### src/logic/fpwm_regs.svh
/*
 * Constants of the fan PWM duty controller: register field positions,
 * reset values, duty scale and timing counts.
 * Assumes a 250 MHz system clock and millivolt-coded voltage samples.
 */
`ifndef FPWM_REGS_SVH
`define FPWM_REGS_SVH

// Clock and timing figures, each in its own unit
`define FPWM_CLK_HZ 250000000
`define FPWM_PWM_HZ 30
`define FPWM_KICK_MS 1000
`define FPWM_KICK_CYCLES ((`FPWM_CLK_HZ / 1000) * `FPWM_KICK_MS)

// Duty scale: one unit is 1/150 of the period, so 100% is 150
`define FPWM_DUTY_UNITS 150
`define FPWM_DUTY_MIN 8'h2D
`define FPWM_DUTY_MAX 8'h96
`define FPWM_DUTY_OPEN 8'h3B
`define FPWM_DUTY_STEP 8'h07
`define FPWM_SLOT_CYCLES (`FPWM_CLK_HZ / (`FPWM_PWM_HZ * `FPWM_DUTY_UNITS))

// Voltage input range in millivolts and its linear slope (105/980)
`define FPWM_VIN_LO_MV 12'h654
`define FPWM_VIN_HI_MV 12'hA28
`define FPWM_VIN_NUM 12'h003
`define FPWM_VIN_DEN 12'h01C

// Configuration word
`define FPWM_CFG_PD_BIT 0
`define FPWM_CFG_SRC_BIT 5
`define FPWM_CFG_MASK 8'h21
`define FPWM_CFG_RST 8'h00

// Status word
`define FPWM_STAT_KICK_BIT 1
`define FPWM_STAT_ALERT_BIT 2
`define FPWM_STAT_OT_BIT 5

// Duty level register
`define FPWM_LEVEL_RST 4'h2

`endif

### src/logic/fpwm_pkg.sv
/*
 * Types shared by the fan PWM duty controller files.
 * Assumes nothing beyond a SystemVerilog compiler.
 */
package fpwm_pkg;

    typedef enum logic [1:0] {FPWM_OFF, FPWM_KICK, FPWM_RUN} fpwm_state_t;

    typedef logic [7:0] fpwm_duty_t;

    typedef struct packed {
        logic cfg_wr;
        logic level_wr;
        logic [7:0] wdata;
    } fpwm_reg_wr_t;

endpackage : fpwm_pkg

### src/logic/fpwm_slot_pwm.sv
/*
 * Fixed-period PWM core: a slot divider and a slot counter split each
 * period into DUTY_UNITS slots; the output is high while the slot index
 * is below the duty latched at the period start.
 * Assumes duty_in is on clk_sys and run drops to stop the output.
 */
`timescale 1ns/10ps
`include "fpwm_regs.svh"
module fpwm_slot_pwm
    import fpwm_pkg::*;
#(
    parameter int SLOT_CYCLES = `FPWM_SLOT_CYCLES,
    parameter int DUTY_UNITS = `FPWM_DUTY_UNITS
)(
    input wire logic clk_sys,
    input wire logic sys_rst,
    input wire logic run,
    input wire fpwm_duty_t duty_in,
    output logic period_start,
    output logic pwm_q
);
    localparam int DW = $clog2(SLOT_CYCLES);
    localparam int SW = 8;

    logic [DW-1:0] div_q;
    logic [SW-1:0] slot_q;
    logic slot_en;
    fpwm_duty_t duty_lat_q;
    fpwm_duty_t duty_now;

    // One-cycle enable per slot keeps everything on the single clock
    assign slot_en = (div_q == DW'(SLOT_CYCLES - 1));
    assign period_start = run && (div_q == '0) && (slot_q == '0);
    assign duty_now = period_start ? duty_in : duty_lat_q;

    always_ff @(posedge clk_sys or posedge sys_rst)
    begin
        if (sys_rst)
            div_q <= '0;
        else if (!run || slot_en)
            div_q <= '0;
        else
            div_q <= div_q + 1'b1;
    end

    always_ff @(posedge clk_sys or posedge sys_rst)
    begin
        if (sys_rst)
            slot_q <= '0;
        else if (!run)
            slot_q <= '0;
        else if (slot_en)
            slot_q <= (slot_q == SW'(DUTY_UNITS - 1)) ? '0 : slot_q + 1'b1;
    end

    // Duty taken only at the period start, so a change never cuts a pulse
    always_ff @(posedge clk_sys or posedge sys_rst)
    begin
        if (sys_rst)
            duty_lat_q <= '0;
        else if (period_start)
            duty_lat_q <= duty_in;
    end

    always_ff @(posedge clk_sys or posedge sys_rst)
    begin
        if (sys_rst)
            pwm_q <= 1'b0;
        else
            pwm_q <= run && (slot_q < duty_now);
    end
endmodule : fpwm_slot_pwm

### src/logic/fpwm_duty_control.sv
/*
 * Fan PWM duty controller: configuration, duty level and status words,
 * one-second full-on start, voltage-to-duty mapping, over-temperature
 * flag and open-drain alert, and the fixed-period PWM drive output.
 * Assumes temp_voltage_in is a millivolt code from an on-chip converter
 * on clk_sys; temp_open_in and alert_in come from pins. The serial
 * interface sits outside and drives the register write port.
 */
// Overview of operation
// - Fixed-frequency pulse train, only high time varies
// - Duty always kept between 30% and 100%
// - High output means fan on; 100% stays high
// - Full duty for one second after start
// - After start, source select bit picks duty
// - Source select resets to voltage input
// - Open voltage input gives 39.33% duty
// - 1.62 V to 2.6 V maps onto 30%-100%
// - Below range, duty holds at 30%
// - Above 2.6 V sets flag, alert driven low
// - Source selection may change at any time
// - Level code n gives 30% plus n*70/15%
// - Output stops only on shutdown bit
// - Duty below 100% with input not above 2.6 V clears flag and alert
`timescale 1ns/10ps
`include "fpwm_regs.svh"
module fpwm_duty_control
    import fpwm_pkg::*;
#(
    parameter int KICK_CYCLES = `FPWM_KICK_CYCLES,
    parameter int SLOT_CYCLES = `FPWM_SLOT_CYCLES,
    parameter bit OT_ALERT_EN = 1'b1
)(
    input wire logic clk_sys,
    input wire logic sys_rst,
    input wire fpwm_reg_wr_t reg_wr,
    output logic [7:0] cfg_rdata_q,
    output logic [3:0] level_rdata_q,
    output logic [7:0] status_rdata_q,
    input wire logic [11:0] temp_voltage_in,
    input wire logic temp_open_in,
    input wire logic alert_in,
    output logic alert_o,
    output logic alert_oe,
    output logic pwm_drive_out
);
    localparam int KW = $clog2(KICK_CYCLES + 1);

    fpwm_state_t state_q;
    logic [KW-1:0] kick_cnt_q;
    logic [7:0] cfg_q;
    logic [3:0] level_q;
    logic [1:0] open_sync_q;
    logic [1:0] alert_sync_q;
    logic open_s;
    logic src_sel;
    logic power_down_select;
    logic release_ev;
    logic kick_done;
    logic run;
    logic period_start;
    logic ot_set;
    logic ot_clr;
    logic overtemp_q;
    logic [11:0] vin_span;
    logic [11:0] vin_scaled;
    fpwm_duty_t vin_duty_d;
    fpwm_duty_t vin_duty_q;
    fpwm_duty_t level_duty;
    fpwm_duty_t duty_raw;
    fpwm_duty_t duty_sel;

    // Pin inputs pass two flops before any logic looks at them
    always_ff @(posedge clk_sys or posedge sys_rst)
    begin
        if (sys_rst)
        begin
            open_sync_q <= 2'h0;
            alert_sync_q <= 2'h0;
        end
        else
        begin
            open_sync_q <= {open_sync_q[0], temp_open_in};
            alert_sync_q <= {alert_sync_q[0], ~alert_in};
        end
    end

    assign open_s = open_sync_q[1];

    // Configuration keeps its value through shutdown
    always_ff @(posedge clk_sys or posedge sys_rst)
    begin
        if (sys_rst)
            cfg_q <= `FPWM_CFG_RST;
        else if (reg_wr.cfg_wr)
            cfg_q <= reg_wr.wdata & `FPWM_CFG_MASK;
    end

    assign src_sel = cfg_q[`FPWM_CFG_SRC_BIT];
    assign power_down_select = cfg_q[`FPWM_CFG_PD_BIT];
    assign release_ev = (state_q == FPWM_OFF) && !power_down_select;
    assign kick_done = (kick_cnt_q == KW'(KICK_CYCLES - 1));
    assign run = (state_q != FPWM_OFF);

    // Duty level returns to its default when shutdown is released
    always_ff @(posedge clk_sys or posedge sys_rst)
    begin
        if (sys_rst)
            level_q <= `FPWM_LEVEL_RST;
        else if (release_ev)
            level_q <= `FPWM_LEVEL_RST;
        else if (reg_wr.level_wr)
            level_q <= reg_wr.wdata[3:0];
    end

    always_ff @(posedge clk_sys or posedge sys_rst)
    begin
        if (sys_rst)
            state_q <= FPWM_KICK;
        else
        begin
            unique case (state_q)
                FPWM_OFF:
                    if (!power_down_select)
                        state_q <= FPWM_KICK;
                FPWM_KICK:
                    if (power_down_select)
                        state_q <= FPWM_OFF;
                    else if (kick_done)
                        state_q <= FPWM_RUN;
                FPWM_RUN:
                    if (power_down_select)
                        state_q <= FPWM_OFF;
                default:
                    state_q <= FPWM_OFF;
            endcase
        end
    end

    always_ff @(posedge clk_sys or posedge sys_rst)
    begin
        if (sys_rst)
            kick_cnt_q <= '0;
        else if (state_q != FPWM_KICK)
            kick_cnt_q <= '0;
        else if (!kick_done)
            kick_cnt_q <= kick_cnt_q + 1'b1;
    end

    // Constant divisor, so synthesis folds it into a small multiplier
    always_comb
    begin
        vin_span = temp_voltage_in - `FPWM_VIN_LO_MV;
        vin_scaled = (vin_span * `FPWM_VIN_NUM) / `FPWM_VIN_DEN;
        if (open_s)
            vin_duty_d = `FPWM_DUTY_OPEN;
        else if (temp_voltage_in <= `FPWM_VIN_LO_MV)
            vin_duty_d = `FPWM_DUTY_MIN;
        else if (temp_voltage_in >= `FPWM_VIN_HI_MV)
            vin_duty_d = `FPWM_DUTY_MAX;
        else
            vin_duty_d = `FPWM_DUTY_MIN + vin_scaled[7:0];
    end

    always_ff @(posedge clk_sys or posedge sys_rst)
    begin
        if (sys_rst)
            vin_duty_q <= `FPWM_DUTY_OPEN;
        else
            vin_duty_q <= vin_duty_d;
    end

    assign level_duty = `FPWM_DUTY_MIN + `FPWM_DUTY_STEP * {4'h0, level_q};

    always_comb
    begin
        unique case (state_q)
            FPWM_OFF:
                duty_raw = `FPWM_DUTY_MIN;
            FPWM_KICK:
                duty_raw = `FPWM_DUTY_MAX;
            FPWM_RUN:
                duty_raw = src_sel ? level_duty : vin_duty_q;
            default:
                duty_raw = `FPWM_DUTY_MIN;
        endcase
        // Clamp guards against a bad level code ever leaving the window
        if (duty_raw < `FPWM_DUTY_MIN)
            duty_sel = `FPWM_DUTY_MIN;
        else if (duty_raw > `FPWM_DUTY_MAX)
            duty_sel = `FPWM_DUTY_MAX;
        else
            duty_sel = duty_raw;
    end

    fpwm_slot_pwm #(
        .SLOT_CYCLES(SLOT_CYCLES),
        .DUTY_UNITS(`FPWM_DUTY_UNITS)
    ) u_slot_pwm (
        .clk_sys(clk_sys),
        .sys_rst(sys_rst),
        .run(run),
        .duty_in(duty_sel),
        .period_start(period_start),
        .pwm_q(pwm_drive_out)
    );

    // Flag follows the input even in level mode; set wins over clear
    assign ot_set = run && !open_s && (temp_voltage_in > `FPWM_VIN_HI_MV);
    assign ot_clr = (duty_sel < `FPWM_DUTY_MAX);

    always_ff @(posedge clk_sys or posedge sys_rst)
    begin
        if (sys_rst)
            overtemp_q <= 1'b0;
        else if (ot_set)
            overtemp_q <= 1'b1;
        else if (!run || ot_clr)
            overtemp_q <= 1'b0;
    end

    assign alert_o = 1'b0;
    assign alert_oe = OT_ALERT_EN && overtemp_q;

    always_ff @(posedge clk_sys or posedge sys_rst)
    begin
        if (sys_rst)
            status_rdata_q <= 8'h00;
        else
        begin
            status_rdata_q <= 8'h00;
            status_rdata_q[`FPWM_STAT_OT_BIT] <= overtemp_q;
            status_rdata_q[`FPWM_STAT_KICK_BIT] <= (state_q == FPWM_KICK);
            status_rdata_q[`FPWM_STAT_ALERT_BIT] <= alert_sync_q[1];
        end
    end

    assign cfg_rdata_q = cfg_q;
    assign level_rdata_q = level_q;
endmodule : fpwm_duty_control

### config.mk
export PLATFORM = sky130hd
export DESIGN_NAME = fpwm_duty_control
export DESIGN_NICKNAME = d
export VERILOG_FILES = /design/src/logic/fpwm_pkg.sv /design/src/logic/fpwm_slot_pwm.sv /design/src/logic/fpwm_duty_control.sv
export VERILOG_INCLUDE_DIRS = /design/src /design/src/logic
export SDC_FILE = /design/constraint.sdc
export NUM_CORES = 1
export LEC_CHECK = 0
export ABC_AREA = 1
export ABC_CLOCK_PERIOD_IN_PS = 5100
export BUFFER_PORTS_ARGS = -buffer_cell sky130_fd_sc_hd__buf_2
export CORE_MARGIN = 1
export CORE_UTILIZATION = 40
export CTS_CLUSTER_SIZE = 16
export DETAILED_ROUTE_END_ITERATION = 8
export PLACE_DENSITY = 0.55
export SYNTH_ARGS = -nofsm -noshare
export SYNTH_HDL_FRONTEND = slang
export SYNTH_SLANG_ARGS = --single-unit
export TNS_END_PERCENT = 30
### constraint.sdc
create_clock -name clk_sys -period 5.1 [get_ports clk_sys]
set_clock_uncertainty 0.05 [all_clocks]
set_input_delay 1.275 -clock clk_sys [delete_from_list [all_inputs] [get_ports clk_sys]]
set_output_delay 1.275 -clock clk_sys [all_outputs]
set_load 0.1 [all_outputs]
# Word level (Yosys, flattened, before mapping)
# Cells that the tools add are included.
[op_classes] n_div=1 add_sub_neg=6 eq_ne=11 mux=23 magnitude_cmp=7 reduce_logical=18 multipliers=2 n_bitwise=1
[ops] cell="$mux 8" count=10
[ops] cell="$mux 28" count=2
[ops] cell="$add 28x1->28 const B" count=1
[ops] cell="$eq 28x28->1 const B" count=1
[ops] cell="$add 16x1->16 const B" count=1
[ops] cell="$eq 16x16->1 const B" count=1
[ops] cell="$logic_not 16->1" count=1
[ops] cell="$mux 16" count=1
[ops] cell="$pmux 8 s2" count=1
[ops] cell="$div 12x5->12 const B" count=1
[ops] cell="$ge 12x12->1 const B" count=1
[ops] cell="$gt 12x12->1 const B" count=1
[ops] cell="$le 12x11->1 const B" count=1
[ops] cell="$mul 12x2->12 const B" count=1
[ops] cell="$sub 12x11->12 const B" count=1
[ops] cell="$add 6x7->8 const A" count=1
[ops] cell="$add 6x8->8 const A" count=1
[ops] cell="$add 8x1->8 const B" count=1
[ops] cell="$eq 8x8->1 const B" count=1
[ops] cell="$gt 8x8->1 const B" count=1
[ops] cell="$logic_not 8->1" count=1
[ops] cell="$lt 8x6->1 const B" count=1
[ops] cell="$lt 8x8->1" count=1
[ops] cell="$lt 8x8->1 const B" count=1
[ops] cell="17 further kinds" count=35
[totals] ff_bits=85 elab_cells=82 output_inout_bits=23 inputBits=26

# Logic depth before layout (Yosys ltp)
# Gate-level depths: netlist (run 1).
[logic_depth] ltp_word=11 ltp_mapped=48 mapped_depth_nobuf=48

# Modules after synthesis
# A second synthesis (run 1) with hierarchy kept.
[hier_totals] hier_cells=887 area_unflattened_um2=6507.5
[by_module_without_submodules] mod="fpwm_duty_control" instances=1 area_per_inst_um2=4574.4 cells_each=645 seq_area_each_um2=1310.0
[by_module_without_submodules] mod="fpwm_slot_pwm" instances=1 area_per_inst_um2=1933.1 cells_each=242 seq_area_each_um2=825.8

# Worst setup path before layout (run 1)
# OpenSTA, ideal clock, no wires.
[synth_timing] path_kind="input to register" from="input temp_voltage_in[3]" to="register vin_duty_q[6]" stages=38 required_time_ns=4.973 path_buffers=0 setup_time_ns=0.077 setup_slack_ns=-0.605 arrival_ns=5.577 path_cell_list="inv_1 ha_1 inv_1 nand2_2 nand2_2 nand2_4 nand3_2 a21oi_1 nor2_1 ha_1 a21oi_1 nand3_2 nand2_4 nand3_1 nand2_1 nand2_2 o21bai_4 nand2_2 [2 not listed] nand2_4 nand4_4 nand2_2 nand2_1 nand2_2 nand2_2 nand3_1 nand4_2 nand2_4 nor2_2 nor2_2 nand2_2 ha_1 inv_1 nand3_1 a21oi_1 o211ai_1 a21oi_1"
[synth_between] elab_chain_cells=7 elab_cells_between_ends=9 classes_between="add/sub (2); mul (1); div (1); order compare (2); mux (3)"
[synth_lines] item="from (decl)" line="fpwm_duty_control.sv:39" source="input wire logic [11:0] temp_voltage_in,"
[synth_lines] item="$sub 12x11->12 (no source line)"
[synth_lines] item="$mul 12x2->12 (no source line)"
[synth_lines] item="$div 12x5->12 (no source line)"
[synth_lines] item="$add 6x8->8 (no source line)"
[synth_lines] item="$mux 8" line="fpwm_duty_control.sv:158" source="else if (temp_voltage_in >= `FPWM_VIN_HI_MV)"
[synth_lines] item="$mux 8 *" line="fpwm_duty_control.sv:156" source="else if (temp_voltage_in <= `FPWM_VIN_LO_MV)"
[synth_lines] item="$mux 8 *" line="fpwm_duty_control.sv:154" source="if (open_s)"
[synth_lines] item="via vin_duty_d[6]" line="fpwm_duty_control.sv:66" source="fpwm_duty_t vin_duty_d;"
[synth_lines] item="to (signal assigned)" line="fpwm_duty_control.sv:167" source="vin_duty_q <= `FPWM_DUTY_OPEN;"
[synth_lines] item="to (signal assigned)" line="fpwm_duty_control.sv:169" source="vin_duty_q <= vin_duty_d;"
[synth_lines] item="to (decl)" line="fpwm_duty_control.sv:67" source="fpwm_duty_t vin_duty_q;"
# Mark *: on every way through the listed nets, which the timed path passes. The rest lies on a longest branch.
# A chain may end at the register's enable or synchronous reset.

# Worst setup path in the final report (run 1)
[layout_timing] from="input temp_voltage_in[2]" to="register vin_duty_q[6]"
# The elaborated chain is that of the path after synthesis.

==> impl_metrics.toml, run 1 <==
[timing]
maxSlewHeadroom_pct = 50.1
setup_viol = 7
fmaxAchievable_mhz = 186
period_share_pct = 105
rsz0062_at_grt = "yes"
tightestPinTransition_ps = 747
hold_viol_final = 0
setup_slack_ps = -276
drv_slew = 0
min_period_ps = 5380

[floorplanning]
pin_count = 49
std_cell_rows = 46
die_h_microns = 129
die_area_sq_um = 16600
core-area_sq_um = 15800
initial_utilization_pct = 40.7
die_w_microns = 129

[layout]
fin_util_pct = 52.8
num-fill-cells = 1546
final_nets = 1069
layout_commonest_cell = "inv_1"
design_area_sq_um = 8360
area_delta_synth_final_pct = 29.8
drive_above_1_share_pct = 28.3
final_cell_count_no_fill = 1219
layout_common_cells = "142 x inv_1, 126 x nand2_1, 85 x buf_4"
diodes = 0

[setup_path]
cpMaxStageDelayCell = "ha_4"
rr_startpoint = "level_rdata_q[1]"
required_ps = 5320
worstSetupStartpointType = "primary input"
regToRegSetupSlack_ps = 490
critPathBufInv = 7
critPathKind = "in2reg"
ff2ff_path_depth = 23
critPathMaxStageDelay_ps = 290
worstSetupStartpoint = "temp_voltage_in[2]"
cpMostUsedCell = "nand2_4"
cp_max_fo = 4
crit_cells = 41
crit_arrival_ps = 5600
end_kind = "register"
cp_top_family = "simple AND/OR/NAND/NOR gates"
r2r-end = "u_slot_pwm.pwm_q"

[drt]
drt_iter0_drc = 256
viasPerCell = 4.81
dr.pass1.iters = 4
wl_per_cell_microns = 11.7
drc = 0
ant_nets = 0
via_count = 5858
wirelength_mm = 14.2

[synth]
synth-edff-count = 0
synth_area_sq_um = 6440
synth_flop_cell = "dfrtp_1"
synth_area_per_cell_sq_um = 7.39
synth_cell_types = 51
syn_inst = 872
yosysWarnings = 0
seq_area_frac_synth_pct = 33.2
async_flop_share_pct = 100
ys_seq_elements = 85

[global_route]
gr-total-overflow = 0
antenna_found_initial = 0
grt_max_degree = 45
grt_usage_pct = 17.9
grt_pass1_wl_mm = 24.2
grt_pass1_vias = 5489

[power]
max-vdd-ir-drop_mv = 0.363
leakage_nw = 4.03
finalPower_w = 0.00463
powerDensity_nw_per_um2 = 553

[hold_path]
min_to = "status_rdata_q[2]"
whs_path_depth = 0
worstHoldStart = "alert_sync_q[1]"
hp-class = "reg2reg"

[placement]
port_buffers = 33
dpl_cell_area_sq_um = 7510
place_inst = 1183
gp_congestion = 0.792
hpwl_mm = 10.7

[cts]
clock_latency_ps = 350
cts_buffer_depth = 2
path_clk_slew_ps = 60
cts.sinks = 85
cts_htree_levels = 3
root_buffer = "clkbuf_16"
cts_made_buffers = 9
cts_tree = "done"
hold_buffers = 0

[status]
outcome = "finished with violations"
violations = "negative setup slack"

[job]
maxCapViolCount = 0
metrics by stage:
step / setup WS (ps) / hold slack [ps] / TNS [ps]
6_report: -276 / 303 / -822
5_1_grt: -670 / 309 / -3630
4_1_cts: -245 / 304 / -541
3_5_place_dp: -786 / 290 / -4650
3_3_place_gp: -751 / 283 / -4480
2_1_floorplan: -340 / 281 / -926
final cells by class:
type                            instances  area [sq um]  share of cell area [%]
Clock buffer                           10           239                    2.86
Inverter                              158           612                    7.32
Multi-Input combinational cell        622          4120                    49.3
Tap cell                              216           270                    3.23
Timing Repair Buffer                  122           893                    10.7
Clock inverter                          6          93.8                    1.12
Sequential cell                        85          2140                    25.5
cell usage after synthesis (3+ instances only):
cell type | n | area share [%]
nand2_1 | 143 | 8.3
dfrtp_1 | 78 | 30
nand4_1 | 15 | 1.5
nor3_1 | 25 | 1.9
a31oi_1 | 9 | 0.87
xor2_1 | 11 | 1.5
nand2_2 | 29 | 2.8
nor4_1 | 21 | 2.0
or2_2 | 8 | 0.78
o211ai_1 | 5 | 0.58
o21ai_2 | 3 | 0.41
nand4_4 | 3 | 0.99
inv_1 | 152 | 8.9
ha_1 | 43 | 8.4
nor2_1 | 76 | 4.4
inv_2 | 6 | 0.35
nand4_2 | 3 | 0.58
nand2_4 | 11 | 1.9
a21oi_1 | 61 | 4.7
o21a_1 | 3 | 0.35
clkbuf_1 | 5 | 0.29
a211oi_1 | 5 | 0.58
o21ai_1 | 4 | 0.31
nand3_1 | 52 | 4.0
dfstp_2 | 7 | 2.9
o21ai_0 | 44 | 3.4
a31o_2 | 3 | 0.41
o31ai_1 | 3 | 0.35
nand3_2 | 4 | 0.62
buf_4 | 12 | 1.4
xnor2_1 | 3 | 0.41
nor2_2 | 3 | 0.29
metal layers:
metal / part of all wire (%) / global-route usage (%)
met1: 50 / 23.4
met2: 47 / 30.6
met3: 2.1 / 2.29
met4: 1.2 / 5.61
met5: 0 / 0
cell families after synthesis:
family          count (synthesis)  share of synthesized area, %
simple gates                  396                          30.7
buf+inv                       176                          11.0
compound gates                154                          14.0
flops                          85                          33.2
fa+ha+maj                      45                          8.97
xor+xnor                       15                          2.16
other cells                     1                        0.0582
timing repair:
item | CTS | global route
pin swaps | 44 | 52
gates resized for setup | 42 | 40
setup buffers | 10 | 10
setup endpoints to repair | 8 | 8
endpoints found under the hold margin | 0 | 0
worst max path at each step:
stage                          endpoint
after detailed placement  vin_duty_q[6]
final                     vin_duty_q[6]
after CTS                 vin_duty_q[6]
after global routing      vin_duty_q[6]
after global placement    vin_duty_q[6]
after floorplan           vin_duty_q[6]
state kept, by name, indices dropped and copies added, names as in the netlist:
register and cells:
alert_oe 1, alert_sync_q 2, cfg_rdata_q 2, kick_cnt_q 28
level_rdata_q 4, open_sync_q 2, state_q 2, status_rdata_q 3
u_slot_pwm.div_q 16, u_slot_pwm.duty_lat_q 8, u_slot_pwm.pwm_q 1, u_slot_pwm.slot_q 8
vin_duty_q 8
power breakdown:
part | switching (W) | internal, W
logic | 0.00186 | 0.00119
registers | 0.0000521 | 0.000787
clock network | 0.000286 | 0.000448
worst register-to-register path, cell delays in order (launching register included):
cell	delay, ps
dfstp_2	540
inv_1	90
ha_1	300
inv_1	80
fa_1	430
ha_1	350
inv_1	60
o31ai_1	310
inv_1	80
nor2_1	130
nor2_1	50
o31ai_1	270
a21oi_1	140
inv_1	120
nand2_1	80
inv_1	120
o21ai_0	130
o21ai_0	250
inv_1	80
ha_1	300
a21oi_1	160
nand3b_1	120
a21oi_1	60
nor3_1	210
Note: power is estimated with default switching activity, not from simulation.
==> inputs of run 2 (changes only) <==
- CORE_ASPECT_RATIO: default -> 1.1
- CORE_MARGIN: 1 -> 4
==> run 2 against run 1 <==
Compared with the run above: the run still ends with negative setup slack left; power is 2.2% lower; first-iteration DRC count is 22% higher; critical path depth stayed put; highest routed layer unchanged.
==> impl_metrics.toml, run 2 (synthesis results as in run 1) <==
[layout]
final_nets = 1078
largest_reg_flops = 28
layout_commonest_cell = "inv_1"
drive_above_1_share_pct = 28.2
reg_top3 = "kick_cnt_q x28, u_slot_pwm.div_q x16"
diodes = 0
regMostFlops = "kick_cnt_q"
final_cell_count_no_fill = 1212
layout_common_cells = "142 x inv_1, 128 x nand2_1, 97 x buf_4"
num-fill-cells = 1511
seq_area_sq_um = 2140
fin_util_pct = 52.8
area_delta_synth_final_pct = 28.9
multi_input_area_sq_um = 4060
design_area_sq_um = 8300

[timing]
maxSlewHeadroom_pct = 29.7
fmaxAchievable_mhz = 186
rsz0062_at_grt = "yes"
setup_slack_ps = -265
drv_slew = 0
setup_viol = 4
min_period_ps = 5360
hold_viol_final = 0
tightestPinTransition_ps = 1050
period_share_pct = 105

[power]
max-vdd-ir-drop_mv = 0.260
powerDensity_nw_per_um2 = 545
p_switching_w = 0.00213
switching_share_pct = 47.0
p_comb_share_pct = 66.6
clkPwrFrac_pct = 14.8
p_seq_share_pct = 18.6
p_int_w = 0.00240
leakage_nw = 4.04

[floorplanning]
die_w_microns = 129
pin_count = 49
initial_utilization_pct = 40.9
die_h_microns = 141
core-area_sq_um = 15700
std_cell_rows = 48
die_area_sq_um = 18200

[placement]
place_inst = 1168
hpwl_mm = 11.0
port_buffers = 33
dpl_cell_area_sq_um = 7490
gp_congestion = 0.831

[drt]
drt_iter0_drc = 312
ant_nets = 0
viasPerCell = 4.86
via_count = 5889
wirelength_mm = 14.5
dr.pass1.iters = 4
drc = 0
wl_per_cell_microns = 12.0

[cts]
root_buffer = "clkbuf_16"
path_clk_slew_ps = 60
clock_latency_ps = 340
cts_made_buffers = 9
cts_htree_levels = 3
cts_tree = "done"
cts_buffer_depth = 2
cts.sinks = 85
hold_buffers = 0

[global_route]
grt_pass1_vias = 5627
gr-total-overflow = 0
grt_pass1_wl_mm = 25.3
grt_usage_pct = 16.5
antenna_found_initial = 0
grt_max_degree = 61

[job]
maxCapViolCount = 0

[setup_path]
required_ps = 5280
crit_arrival_ps = 5550
cp_max_fo = 3
worstSetupStartpoint = "temp_voltage_in[2]"
cpMaxStageDelayCell = "ha_4"
end_kind = "register"
regToRegSetupSlack_ps = 560
critPathKind = "in2reg"
cpMostUsedCell = "buf_4"
worstSetupStartpointType = "primary input"
rr_startpoint = "level_rdata_q[1]"
critPathMaxStageDelay_ps = 290

[hold_path]
worstHoldStart = "open_sync_q[0]"
hp-class = "reg2reg"

[status]
violations = "negative setup slack"
outcome = "finished with violations"
run 2: cell types whose count changed in the layout (fill, tap and decap cells not counted), moves of 2 or more:
cell      delta
nand3_4      -3
nand2_1      +2
nor2_1       +2
nand3_1      +3
nand2_4      -2
clkbuf_1     +2
a21oi_4      +2
buf_4       +12
buf_6        -2
run 2: power by group through the flow:
stage | registers, W | clock network, W | logic, W
3_5_place_dp | 0.000853 | 0 | 0.00268
3_3_place_gp | 0.000851 | 0 | 0.00266
2_1_floorplan | 0.00101 | 0 | 0.00183
6_report | 0.000839 | 0.000672 | 0.00301
5_1_grt | 0.000852 | 0.000716 | 0.00336
4_1_cts | 0.000840 | 0.000690 | 0.00290
run 2: final timing paths:
kind                                    end  cells after the start
setup / recovery              vin_duty_q[7]                     41
hold / removal               open_sync_q[1]                      0
setup reg to reg           u_slot_pwm.pwm_q                     23
hold reg to reg              open_sync_q[1]                      0
max in group asynchronous    kick_cnt_q[24]                      3
min in group asynchronous     kick_cnt_q[5]                      2
run 2: cell type report:
cell class,count,area share (%)
timing repair buffer,131,11.3
inverter,158,7.37
clock inverter,3,0.527
multi-input combinational,622,48.9
sequential,85,25.7
tap,200,3.01
clock buffer,13,3.13
run 2: metrics by stage:
step                      setup TNS [ps]  setup slack [ps]  hold WS [ps]  power (W)
after CTS                           -520              -235           298    0.00443
final                               -670              -265           298    0.00452
after floorplan                     -926              -340           281    0.00284
after global placement             -4610              -786           282    0.00351
after detailed placement           -4910              -818           285    0.00353
after global routing               -2810              -585           307    0.00493
run 2: layer usage:
layer | global-route usage (%) | share of wire, % | vias to the layer above
met1 | 22.2 | 48 | 2691
li1 | - | - | 3120
met5 | 0 | 0 | -
met4 | 3.54 | 0.79 | 0
met2 | 28.1 | 49 | 66
met3 | 2.50 | 2.7 | 12
run 2: timing repair:
item | 4_1_cts | 5_1_grt
setup endpoints to repair | 8 | 9
setup buffers | 23 | 5
pin swaps | 44 | 29
resized for setup | 49 | 17
run 2: worst max-delay path, delay by kind of cell:
family,cells,cell delay (ps)
and+or+nand+nor,15,1020
AOI/OAI and AO/OA,1,210
xor gates and xnor gates,1,180
adders and majority gates,1,290
buffers and inverters,23,2550
